`src/page_table_cfg.svh`:
```
// Register offsets, field positions, write masks and reset values
`ifndef PAGE_TABLE_CFG_SVH
`define PAGE_TABLE_CFG_SVH

// Byte offsets on the register bus
`define OFS_PTB_LO 8'h00
`define OFS_PTB_HI 8'h04
`define OFS_STB_LO 8'h08
`define OFS_STB_HI 8'h0c
`define OFS_MASK 8'h10
`define OFS_STATUS 8'h14
`define OFS_GRP_LO 8'h18
`define OFS_GRP_HI 8'h1c

// Wide layout, bit 0 is the least significant bit here
`define W_ORG_MSB 63
`define W_ORG_LSB 18
`define W_SIZE_MSB 4
// Narrow layout
`define N_ORG_MSB 31
`define N_ORG_LSB 16
`define N_MASK_MSB 8
// Segment table base
`define S_ORG_LSB 12

// Writable bits; everything else is reserved
`define PTB_W_WMASK 64'hffff_ffff_fffc_001f
`define PTB_N_WMASK 64'h0000_0000_ffff_01ff
`define STB_WMASK 64'hffff_ffff_ffff_f000

// Reset values
`define PTB_RESET 64'h0000_0000_0000_0000
`define STB_RESET 64'h0000_0000_0000_0000

// Size limits of the encoded size field
`define SIZE_MAX 5'h1c
`define SIZE_SEARCHED 5'h19

`endif

```
`src/page_table_pkg.sv`:
```
// Types shared by the page table base register block
`default_nettype none
package page_table_pkg;

  // AXI response codes
  typedef enum logic [1:0] {
    RESP_OKAY = 2'b00,
    RESP_SLVERR = 2'b10
  } resp_t;

  // Configuration health seen by software and the search logic
  typedef struct packed {
    logic origin_misaligned;
    logic size_unsearched;
    logic size_illegal;
    logic mask_bad;
    logic wide_impl;
  } status_t;

  // Whole state of the register block
  typedef struct packed {
    logic [63:0] ptb;
    logic [63:0] stb;
    logic [27:0] imask;
    logic [63:0] grp;
    status_t stat;
    logic aw_held;
    logic [7:0] awaddr;
    logic w_held;
    logic [31:0] wdata;
    logic [3:0] wstrb;
    logic awready;
    logic wready;
    logic bvalid;
    resp_t bresp;
    logic arready;
    logic rvalid;
    logic [31:0] rdata;
    resp_t rresp;
  } state_t;

endpackage
`default_nettype wire

```
`src/page_table_base_regs.sv`:
```
// Page table base and segment table base registers on AXI4-Lite
//
// Contract
// - Page table base is 64 bits wide or 32 bits narrow.
// - Wide: origin in bits 0-45, 46-58 reserved, size in 59-63.
// - Wide: origin gives upper 46 bits of table address.
// - Wide: at least 11 hash bits, 128-byte groups.
// - Wide: size field counts extra hash bits beyond 11.
// - Size expands into zeros then ones mask.
// - Size above 25 leaves some entry groups unsearched.
// - Narrow: origin bits 0-15, 16-22 reserved, mask 23-31.
// - Narrow: at least 10 hash bits, 64-byte groups.
// - Narrow: mask field holds zeros then ones directly.
// - Segment base: address bits 0-51, 52-63 reserved.
// - Segment base exists only in wide builds.
`timescale 1ns/1ps
`default_nettype none
`include "page_table_cfg.svh"
module page_table_base_regs
  import page_table_pkg::*;
#(
  parameter bit WIDE = 1'b1
) (
  // Clock and reset
  input wire logic aclk,
  input wire logic aresetn,
  // Write address channel
  input wire logic awvalid,
  output logic awready,
  input wire logic [7:0] awaddr,
  input wire logic [2:0] awprot,
  // Write data channel
  input wire logic wvalid,
  output logic wready,
  input wire logic [31:0] wdata,
  input wire logic [3:0] wstrb,
  // Write response channel
  output logic bvalid,
  input wire logic bready,
  output logic [1:0] bresp,
  // Read address channel
  input wire logic arvalid,
  output logic arready,
  input wire logic [7:0] araddr,
  input wire logic [2:0] arprot,
  // Read data channel
  output logic rvalid,
  input wire logic rready,
  output logic [31:0] rdata,
  output logic [1:0] rresp,
  // Search logic side
  input wire logic [38:0] hash_value,
  output logic [45:0] table_origin,
  output logic [27:0] index_mask,
  output logic [51:0] segment_table_origin,
  output logic [63:0] primary_group_addr,
  output logic [4:0] config_status
);

  // Reserved bits of the base register depend on the layout
  localparam logic [63:0] PTB_WMASK =
    WIDE ? `PTB_W_WMASK : `PTB_N_WMASK;
  localparam logic [63:0] STB_WMASK_C = `STB_WMASK;

  state_t q;
  state_t d;
  logic [27:0] mask_c;
  logic mask_bad_c;
  logic size_illegal_c;
  logic size_unsearched_c;
  logic [63:0] grp_c;
  logic [27:0] org_low;

  // Address decode shared by the read and write paths
  function automatic logic reg_present(input logic [7:0] a,
                                       input logic is_write);
    logic ok;
    ok = 1'b0;
    case (a)
      `OFS_PTB_LO: ok = 1'b1;
      `OFS_PTB_HI: ok = WIDE;
      `OFS_STB_LO: ok = WIDE;
      `OFS_STB_HI: ok = WIDE;
      `OFS_MASK: ok = !is_write;
      `OFS_STATUS: ok = !is_write;
      `OFS_GRP_LO: ok = !is_write;
      `OFS_GRP_HI: ok = !is_write;
      default: ok = 1'b0;
    endcase
    return ok;
  endfunction

  // Byte lane merge of one 32-bit half
  function automatic logic [31:0] merge(input logic [31:0] old,
                                        input logic [31:0] data,
                                        input logic [3:0] strb);
    logic [31:0] res;
    res = old;
    for (int i = 0; i < 4; i++)
    begin
      if (strb[i])
        res[i*8 +: 8] = data[i*8 +: 8];
    end
    return res;
  endfunction

  // Mask expansion from the size or mask field
  index_mask_expand #(
    .WIDE(WIDE)
  ) u_mask (
    .ptb(q.ptb),
    .mask(mask_c),
    .mask_bad(mask_bad_c),
    .size_illegal(size_illegal_c),
    .size_unsearched(size_unsearched_c)
  );

  // Primary entry group address for the current hash
  group_addr_form #(
    .WIDE(WIDE)
  ) u_grp (
    .ptb(q.ptb),
    .mask(mask_c),
    .hash(hash_value),
    .addr(grp_c)
  );

  // Low origin bits that the mask covers
  always_comb
  begin
    if (WIDE)
      org_low = q.ptb[45:18];
    else
      org_low = {19'h0, q.ptb[24:16]};
  end

  // Next state: bus slave, register writes, derived values
  always_comb
  begin
    d = q;

    // Address and data are taken independently, in either order
    if (awvalid && q.awready)
    begin
      d.aw_held = 1'b1;
      d.awaddr = awaddr;
    end
    if (wvalid && q.wready)
    begin
      d.w_held = 1'b1;
      d.wdata = wdata;
      d.wstrb = wstrb;
    end
    if (q.bvalid && bready)
      d.bvalid = 1'b0;

    // Write commits once both halves are held
    if (q.aw_held && q.w_held && !q.bvalid)
    begin
      d.aw_held = 1'b0;
      d.w_held = 1'b0;
      d.bvalid = 1'b1;
      d.bresp = reg_present(q.awaddr, 1'b1) ? RESP_OKAY : RESP_SLVERR;
      case (q.awaddr)
        `OFS_PTB_LO:
          d.ptb[31:0] = merge(q.ptb[31:0], q.wdata, q.wstrb)
                        & PTB_WMASK[31:0];
        `OFS_PTB_HI:
        begin
          if (WIDE)
            d.ptb[63:32] = merge(q.ptb[63:32], q.wdata, q.wstrb)
                           & PTB_WMASK[63:32];
        end
        `OFS_STB_LO:
        begin
          if (WIDE)
            d.stb[31:0] = merge(q.stb[31:0], q.wdata, q.wstrb)
                          & STB_WMASK_C[31:0];
        end
        `OFS_STB_HI:
        begin
          if (WIDE)
            d.stb[63:32] = merge(q.stb[63:32], q.wdata, q.wstrb);
        end
        default:
          d.ptb = q.ptb;
      endcase
    end

    // Hold off new writes until the response is accepted
    d.awready = !d.aw_held && !d.bvalid;
    d.wready = !d.w_held && !d.bvalid;

    // Read: one request in flight, answered the next cycle
    if (q.rvalid && rready)
      d.rvalid = 1'b0;
    if (arvalid && q.arready)
    begin
      d.rvalid = 1'b1;
      d.rresp = reg_present(araddr, 1'b0) ? RESP_OKAY : RESP_SLVERR;
      case (araddr)
        `OFS_PTB_LO: d.rdata = q.ptb[31:0];
        `OFS_PTB_HI: d.rdata = WIDE ? q.ptb[63:32] : 32'h0;
        `OFS_STB_LO: d.rdata = WIDE ? q.stb[31:0] : 32'h0;
        `OFS_STB_HI: d.rdata = WIDE ? q.stb[63:32] : 32'h0;
        `OFS_MASK: d.rdata = {4'h0, q.imask};
        `OFS_STATUS: d.rdata = {27'h0, q.stat};
        `OFS_GRP_LO: d.rdata = q.grp[31:0];
        `OFS_GRP_HI: d.rdata = q.grp[63:32];
        default: d.rdata = 32'h0;
      endcase
    end
    d.arready = !d.rvalid;

    // Derived values lag a register write by one cycle
    d.imask = mask_c;
    d.grp = grp_c;
    d.stat.wide_impl = WIDE;
    d.stat.mask_bad = mask_bad_c;
    d.stat.size_illegal = size_illegal_c;
    d.stat.size_unsearched = size_unsearched_c;
    // Flags software that left origin bits set under the mask
    d.stat.origin_misaligned = |(org_low & mask_c);
  end

  // State register with synchronous reset
  always_ff @(posedge aclk)
  begin
    if (!aresetn)
    begin
      q <= '0;
      q.ptb <= `PTB_RESET;
      q.stb <= `STB_RESET;
      q.bresp <= RESP_OKAY;
      q.rresp <= RESP_OKAY;
    end
    else
      q <= d;
  end

  // Outputs straight from the state register
  assign awready = q.awready;
  assign wready = q.wready;
  assign bvalid = q.bvalid;
  assign bresp = q.bresp;
  assign arready = q.arready;
  assign rvalid = q.rvalid;
  assign rdata = q.rdata;
  assign rresp = q.rresp;
  assign table_origin = WIDE ? q.ptb[63:18] : {30'h0, q.ptb[31:16]};
  assign index_mask = q.imask;
  assign segment_table_origin = q.stb[63:`S_ORG_LSB];
  assign primary_group_addr = q.grp;
  assign config_status = q.stat;
endmodule // page_table_base_regs
`default_nettype wire

```
`src/index_mask_expand.sv`:
```
// Expands the size or mask field into the hash index mask
`timescale 1ns/1ps
`default_nettype none
`include "page_table_cfg.svh"
module index_mask_expand #(
  parameter bit WIDE = 1'b1
) (
  // Page table base contents
  input wire logic [63:0] ptb,
  // Derived mask and checks
  output logic [27:0] mask,
  output logic mask_bad,
  output logic size_illegal,
  output logic size_unsearched
);
  logic [28:0] ones;
  logic [8:0] nfield;

  // Size counts extra ones; narrow field is the mask itself
  always_comb
  begin
    ones = (29'h1 << ptb[`W_SIZE_MSB:0]) - 29'h1;
    nfield = ptb[`N_MASK_MSB:0];
    if (WIDE)
    begin
      size_illegal = ptb[`W_SIZE_MSB:0] > `SIZE_MAX;
      mask = size_illegal ? 28'hfffffff : ones[27:0];
      size_unsearched = ptb[`W_SIZE_MSB:0] > `SIZE_SEARCHED;
      mask_bad = 1'b0;
    end
    else
    begin
      mask = {19'h0, nfield};
      mask_bad = |(nfield & (nfield + 9'h1));
      size_illegal = 1'b0;
      size_unsearched = 1'b0;
    end
  end
endmodule // index_mask_expand
`default_nettype wire

```
`src/group_addr_form.sv`:
```
// Forms the primary entry group address from origin, mask and hash
`timescale 1ns/1ps
`default_nettype none
module group_addr_form #(
  parameter bit WIDE = 1'b1
) (
  // Configuration and hash
  input wire logic [63:0] ptb,
  input wire logic [27:0] mask,
  input wire logic [38:0] hash,
  // Entry group address
  output logic [63:0] addr
);
  // Masked upper hash ORed into the low origin bits
  always_comb
  begin
    if (WIDE)
      addr = {ptb[63:46], ptb[45:18] | (hash[38:11] & mask),
              hash[10:0], 7'h00};
    else
      addr = {32'h0, ptb[31:25], ptb[24:16] | (hash[18:10] & mask[8:0]),
              hash[9:0], 6'h00};
  end
endmodule // group_addr_form
`default_nettype wire

```
`config.mk`:
```
export PLATFORM = sky130hd
export DESIGN_NAME = page_table_base_regs
export DESIGN_NICKNAME = d
export VERILOG_FILES = /design/src/page_table_pkg.sv /design/src/page_table_base_regs.sv /design/src/index_mask_expand.sv /design/src/group_addr_form.sv
export VERILOG_INCLUDE_DIRS = /design/src
export SDC_FILE = /design/constraint.sdc
export NUM_CORES = 1
export LEC_CHECK = 0
export ABC_CLOCK_PERIOD_IN_PS = 2920
export BUFFER_PORTS_ARGS = -buffer_cell sky130_fd_sc_hd__buf_2
export CAP_MARGIN = 5
export CORE_MARGIN = 2
export CORE_UTILIZATION = 54
export CTS_CLUSTER_DIAMETER = 50
export DETAILED_ROUTE_END_ITERATION = 6
export HOLD_SLACK_MARGIN = 0.06
export PLACE_DENSITY_LB_ADDON = 0.2
export SLEW_MARGIN = 20
export SYNTH_ARGS = -nofsm -noshare
export SYNTH_HDL_FRONTEND = slang
export SYNTH_SLANG_ARGS = --single-unit
```
`constraint.sdc`:
```
create_clock -name aclk -period 2.92 [get_ports aclk]
set_input_delay 0.292 -clock aclk [delete_from_list [all_inputs] [get_ports aclk]]
set_output_delay 0.292 -clock aclk [all_outputs]
set_load 0.01 [all_outputs]
```
==> flow_results.xml <==
<?xml version="1.0" encoding="UTF-8"?>
<metrics>
  <group name="outcome">
    <metric name="run_status" unit="">finished, final reports clean</metric>
  </group>
  <group name="timing">
    <metric name="finalSetupViolations" unit="">0</metric>
    <metric name="layout_worst_path_cycle_share" unit="%">94.3</metric>
    <metric name="timing.clock.skew" unit="ps">12.9</metric>
    <metric name="fin_worst_hold_slack" unit="ps">73.1</metric>
    <metric name="max_slew.worst_pin.slew" unit="ps">993</metric>
    <metric name="final-max-slew-violation-count" unit="">0</metric>
    <metric name="max-slew-margin-rel" unit="%">33.0</metric>
    <metric name="final_period_minus_worst_setup_slack" unit="ps">2750</metric>
    <metric name="setup_total_negative_slack" unit="ps">0</metric>
    <metric name="finalWorstSetupSlack" unit="ps">166</metric>
    <metric name="fmaxAchievable" unit="MHz">363</metric>
    <metric name="grt_setup_unrepaired" unit="">no</metric>
    <metric name="report.final.hold_viol_count" unit="">0</metric>
  </group>
  <group name="finish">
    <metric name="fraction_of_layout_cells_with_a_size_suffix_above_1" unit="%">26.1</metric>
    <metric name="multi_input_comb_area" unit="mm^2">0.00556</metric>
    <metric name="design_area" unit="mm^2">0.0155</metric>
    <metric name="post_layout_net_count" unit="">1869</metric>
    <metric name="sequential_cell_area" unit="mm^2">0.00557</metric>
    <metric name="most-common-layout-cells" unit="">buf_2 (323), dfxtp_1 (278), nand2_1 (234), a21oi_1 (190), o21ai_0 (121)</metric>
    <metric name="layout.filler_cells" unit="">2164</metric>
    <metric name="layout.cells.most_common" unit="">buf_2</metric>
    <metric name="areaGrowthSynthToFinish" unit="%">16.7</metric>
  </group>
  <group name="critical_path">
    <metric name="ff2ff_path_depth" unit="">9</metric>
    <metric name="cp_cell_sequence" unit="">or2_4 &gt; or3_1 &gt; ha_1 &gt; buf_4 &gt; xnor2_1 &gt; o2bb2ai_1 &gt; and2_1 &gt; a2111oi_0 &gt; a41oi_1</metric>
    <metric name="timing.critical_path.from" unit="">q[252]</metric>
    <metric name="crit_path_max_incr_delay" unit="ps">430</metric>
    <metric name="crit_path_top_delay_cell" unit="">a2111oi_0</metric>
    <metric name="criticalPathCategory" unit="">register to register</metric>
    <metric name="worstReg2RegEnd" unit="">config_status[4]</metric>
    <metric name="cp.arrival" unit="ps">3160</metric>
    <metric name="critPathCaptureType" unit="">register</metric>
    <metric name="timing.critical_path.from_type" unit="">register</metric>
    <metric name="path_max_fanout" unit="">13</metric>
    <metric name="critPathRequiredTime" unit="ps">3320</metric>
    <metric name="ff2ff_setup_slack" unit="ps">170</metric>
    <metric name="worstReg2RegStart" unit="">q[252]</metric>
  </group>
  <group name="power">
    <metric name="maximum_ir_drop_on_the_vdd_rail" unit="mV">0.487</metric>
    <metric name="p_leak" unit="nW">6.64</metric>
    <metric name="seq_power_share" unit="%">45.7</metric>
    <metric name="power.share.switching" unit="%">23.1</metric>
    <metric name="power.clock.fraction" unit="%">48.3</metric>
    <metric name="intPower" unit="mW">6.54</metric>
    <metric name="total_power" unit="mW">8.51</metric>
    <metric name="netSwitchingPower" unit="mW">1.97</metric>
    <metric name="power_frac_comb" unit="%">5.9</metric>
    <metric name="p_per_area" unit="mW/mm^2">548</metric>
  </group>
  <group name="floorplan">
    <metric name="die_area" unit="mm^2">0.0259</metric>
    <metric name="start_util" unit="%">54.9</metric>
    <metric name="core_region_area" unit="mm^2">0.0242</metric>
    <metric name="die_outline_width" unit="um">161</metric>
    <metric name="rows" unit="">57</metric>
    <metric name="die_h" unit="um">161</metric>
    <metric name="ioPinCount" unit="">340</metric>
  </group>
  <group name="global_route">
    <metric name="grt_start_max_net_pins" unit="">87</metric>
    <metric name="overflow" unit="">0</metric>
    <metric name="via_count_of_the_first_global_routing_pass" unit="">11500</metric>
    <metric name="antenna_found_initial" unit="">0</metric>
    <metric name="grt_pass1_wl" unit="um">71800</metric>
    <metric name="grtUsageTotal" unit="%">36.4</metric>
  </group>
  <group name="detailed_routing">
    <metric name="wl_per_cell" unit="um">23.2</metric>
    <metric name="via_per_inst" unit="">5.81</metric>
    <metric name="drt.antenna.violating_nets" unit="">0</metric>
    <metric name="detailedRoute.firstPassIterationCount" unit="">6</metric>
    <metric name="first_iter_violations" unit="">1291</metric>
    <metric name="routed_wire_length" unit="um">49100</metric>
    <metric name="dr_total_vias" unit="">12300</metric>
    <metric name="drc" unit="">0</metric>
  </group>
  <group name="min_path">
    <metric name="hold_path_startpoint" unit="">hash_value[23]</metric>
    <metric name="hold-path-endpoint" unit="">primary_group_addr[30]</metric>
    <metric name="type_of_the_tightest_min_delay_check" unit="">input pin to register</metric>
    <metric name="worstHoldPathCells" unit="">3</metric>
  </group>
  <group name="placed_design">
    <metric name="placedInstanceArea" unit="mm^2">0.0136</metric>
    <metric name="post-dp-hpwl" unit="um">35900</metric>
    <metric name="io_buffer_count" unit="">323</metric>
    <metric name="gpl.final_weighted_congestion" unit="">0.959</metric>
    <metric name="preCtsSetupSlack" unit="ps">205</metric>
  </group>
  <group name="clock_tree">
    <metric name="clk-insertion-delay-late" unit="ps">560</metric>
    <metric name="cts_num_sinks" unit="">278</metric>
    <metric name="tritoncts.num_buffers" unit="">31</metric>
    <metric name="htree_levels" unit="">1</metric>
    <metric name="root_buffer_master" unit="">clkbuf_16</metric>
    <metric name="tritoncts" unit="">built</metric>
    <metric name="path_clk_slew" unit="ps">60</metric>
    <metric name="clock_path_buffers" unit="">3</metric>
    <metric name="cts.repair_timing.setup_buffer_count" unit="">0</metric>
  </group>
  <group name="synth">
    <metric name="ys_seq_elements" unit="">278</metric>
    <metric name="synth_async_sr_flop_share" unit="%">0</metric>
    <metric name="post_synth_num_cell_types" unit="">71</metric>
    <metric name="synth_sequential_area_ratio" unit="%">41.8</metric>
    <metric name="synth_enable_flop_cells" unit="">0</metric>
    <metric name="syn-instance-count" unit="">1600</metric>
    <metric name="synth.yosys.warnings" unit="">0</metric>
    <metric name="syn-mean-instance-area" unit="um^2">8.32</metric>
    <metric name="flip_flop_cell_with_the_highest_count_after_synthesis" unit="">dfxtp_1</metric>
    <metric name="syn_area" unit="mm^2">0.0133</metric>
  </group>
  <group name="flow_run">
    <metric name="cap_viol_max_count" unit="">0</metric>
  </group>
</metrics>
sequential cells by signal, indices dropped and copies added, names as in the netlist, named ones only:
signal	cells
wready	1
rvalid	1
awready	1
rresp	1
segment_table_origin	52
bresp	1
index_mask	28
bvalid	1
table_origin	46
primary_group_addr	57
q	51
config_status	4
arready	1
rdata	32
worst max-delay path, delay by kind of cell (launching register included):
family                     cells  cell delay, ps
AOI/OAI and AO/OA              3             800
xor gates and xnor gates       1             150
adders and majority gates      1             260
buffers and inverters          1             210
DFF                            1             320
and+or+nand+nor                3             850
Yosys cell counts (all sizes together) (4+ instances only):
library cell / number / area [um^2]
inv: 14 / 52.6
nor3: 18 / 95.1
a31o: 5 / 43.8
a221o: 4 / 40.0
a222oi: 5 / 50.1
or4: 4 / 30.0
a32o: 5 / 50.1
o21ai: 121 / 606
clkbuf: 72 / 270
nor3b: 7 / 52.6
mux4: 7 / 158
mux2: 12 / 135
and4: 4 / 35.0
mux2i: 36 / 360
a22oi: 14 / 105
nand2: 234 / 878
buf: 263 / 1910
and3: 11 / 68.8
a2111oi: 5 / 46.3
a21oi: 190 / 951
nand3: 14 / 70.1
a21o: 6 / 45.0
a32oi: 4 / 35.0
o21a: 6 / 45.0
a22o: 26 / 228
nor2b: 4 / 25.0
or2: 5 / 33.8
a31oi: 10 / 62.6
nor2: 97 / 397
nor4: 5 / 31.3
o2bb2ai: 9 / 78.8
and2: 51 / 319
o211ai: 7 / 52.6
dfxtp: 278 / 5570
power groups by stage:
stage	Clock (mW)	Sequential, mW	Combinational, mW
6_report	4.11	3.89	0.506
3_3_place_gp	0	3.97	0.406
2_1_floorplan	0	3.96	0.252
4_1_cts	4.13	3.89	0.494
5_1_grt	4.29	3.90	0.538
3_5_place_dp	0	3.97	0.410
per-stage QoR:
step / utilization [%] / instances
CTS: 64.0 / 2112
global placement: 56.2 / 1974
finish: 64.1 / 2114
global route: 64.1 / 2112
floorplan: - / 1609
detailed placement: 56.2 / 1974
final cells by class:
type	count	share of cell area [%]
Clock inverter	16	1.36
Tap cell	324	2.61
Antenna cell	2	0.0322
Multi-Input combinational cell	982	35.8
Sequential cell	278	35.8
Clock buffer	41	5.68
Inverter	14	0.370
Timing Repair Buffer	457	18.3
worst max path at each step:
stage / endpoint / slack, ps / cells after the start
after floorplan: config_status[4] / 260 / 11
after global placement: config_status[4] / 210 / 9
after detailed placement: config_status[4] / 200 / 9
after CTS: config_status[4] / 180 / 9
after global routing: config_status[4] / 20 / 9
final: config_status[4] / 170 / 9
timing repair:
item	in CTS	in global routing
hold endpoints to repair	81	0
hold buffers	81	0
gates resized for setup	0	1
endpoints found under the setup margin	0	1
kinds of logic (layout without fill, tap and decap cells):
family / count (synthesis) / count (layout) / synth area share [%]
AO/OA/AOI/OAI: 441 / 441 / 19.8
buffers and inverters: 349 / 528 / 16.8
flip-flops: 278 / 278 / 41.8
other: 1 / 12 / 0.0282
AND/OR/NAND/NOR: 473 / 473 / 16.4
adder cells (fa/ha/maj): 1 / 1 / 0.0940
XOR/XNOR: 2 / 2 / 0.132
multiplexers: 55 / 55 / 4.91
per-layer routing:
layer  wire length [um]  GRT usage [%]  vias up
met1              21000           51.8     5835
met2              21800           56.4      698
met3               4230           5.16      126
li1                   -              -     5625
met4               2040           13.8        0
met5                  0              0        -
(Power assumes the default switching activity.)
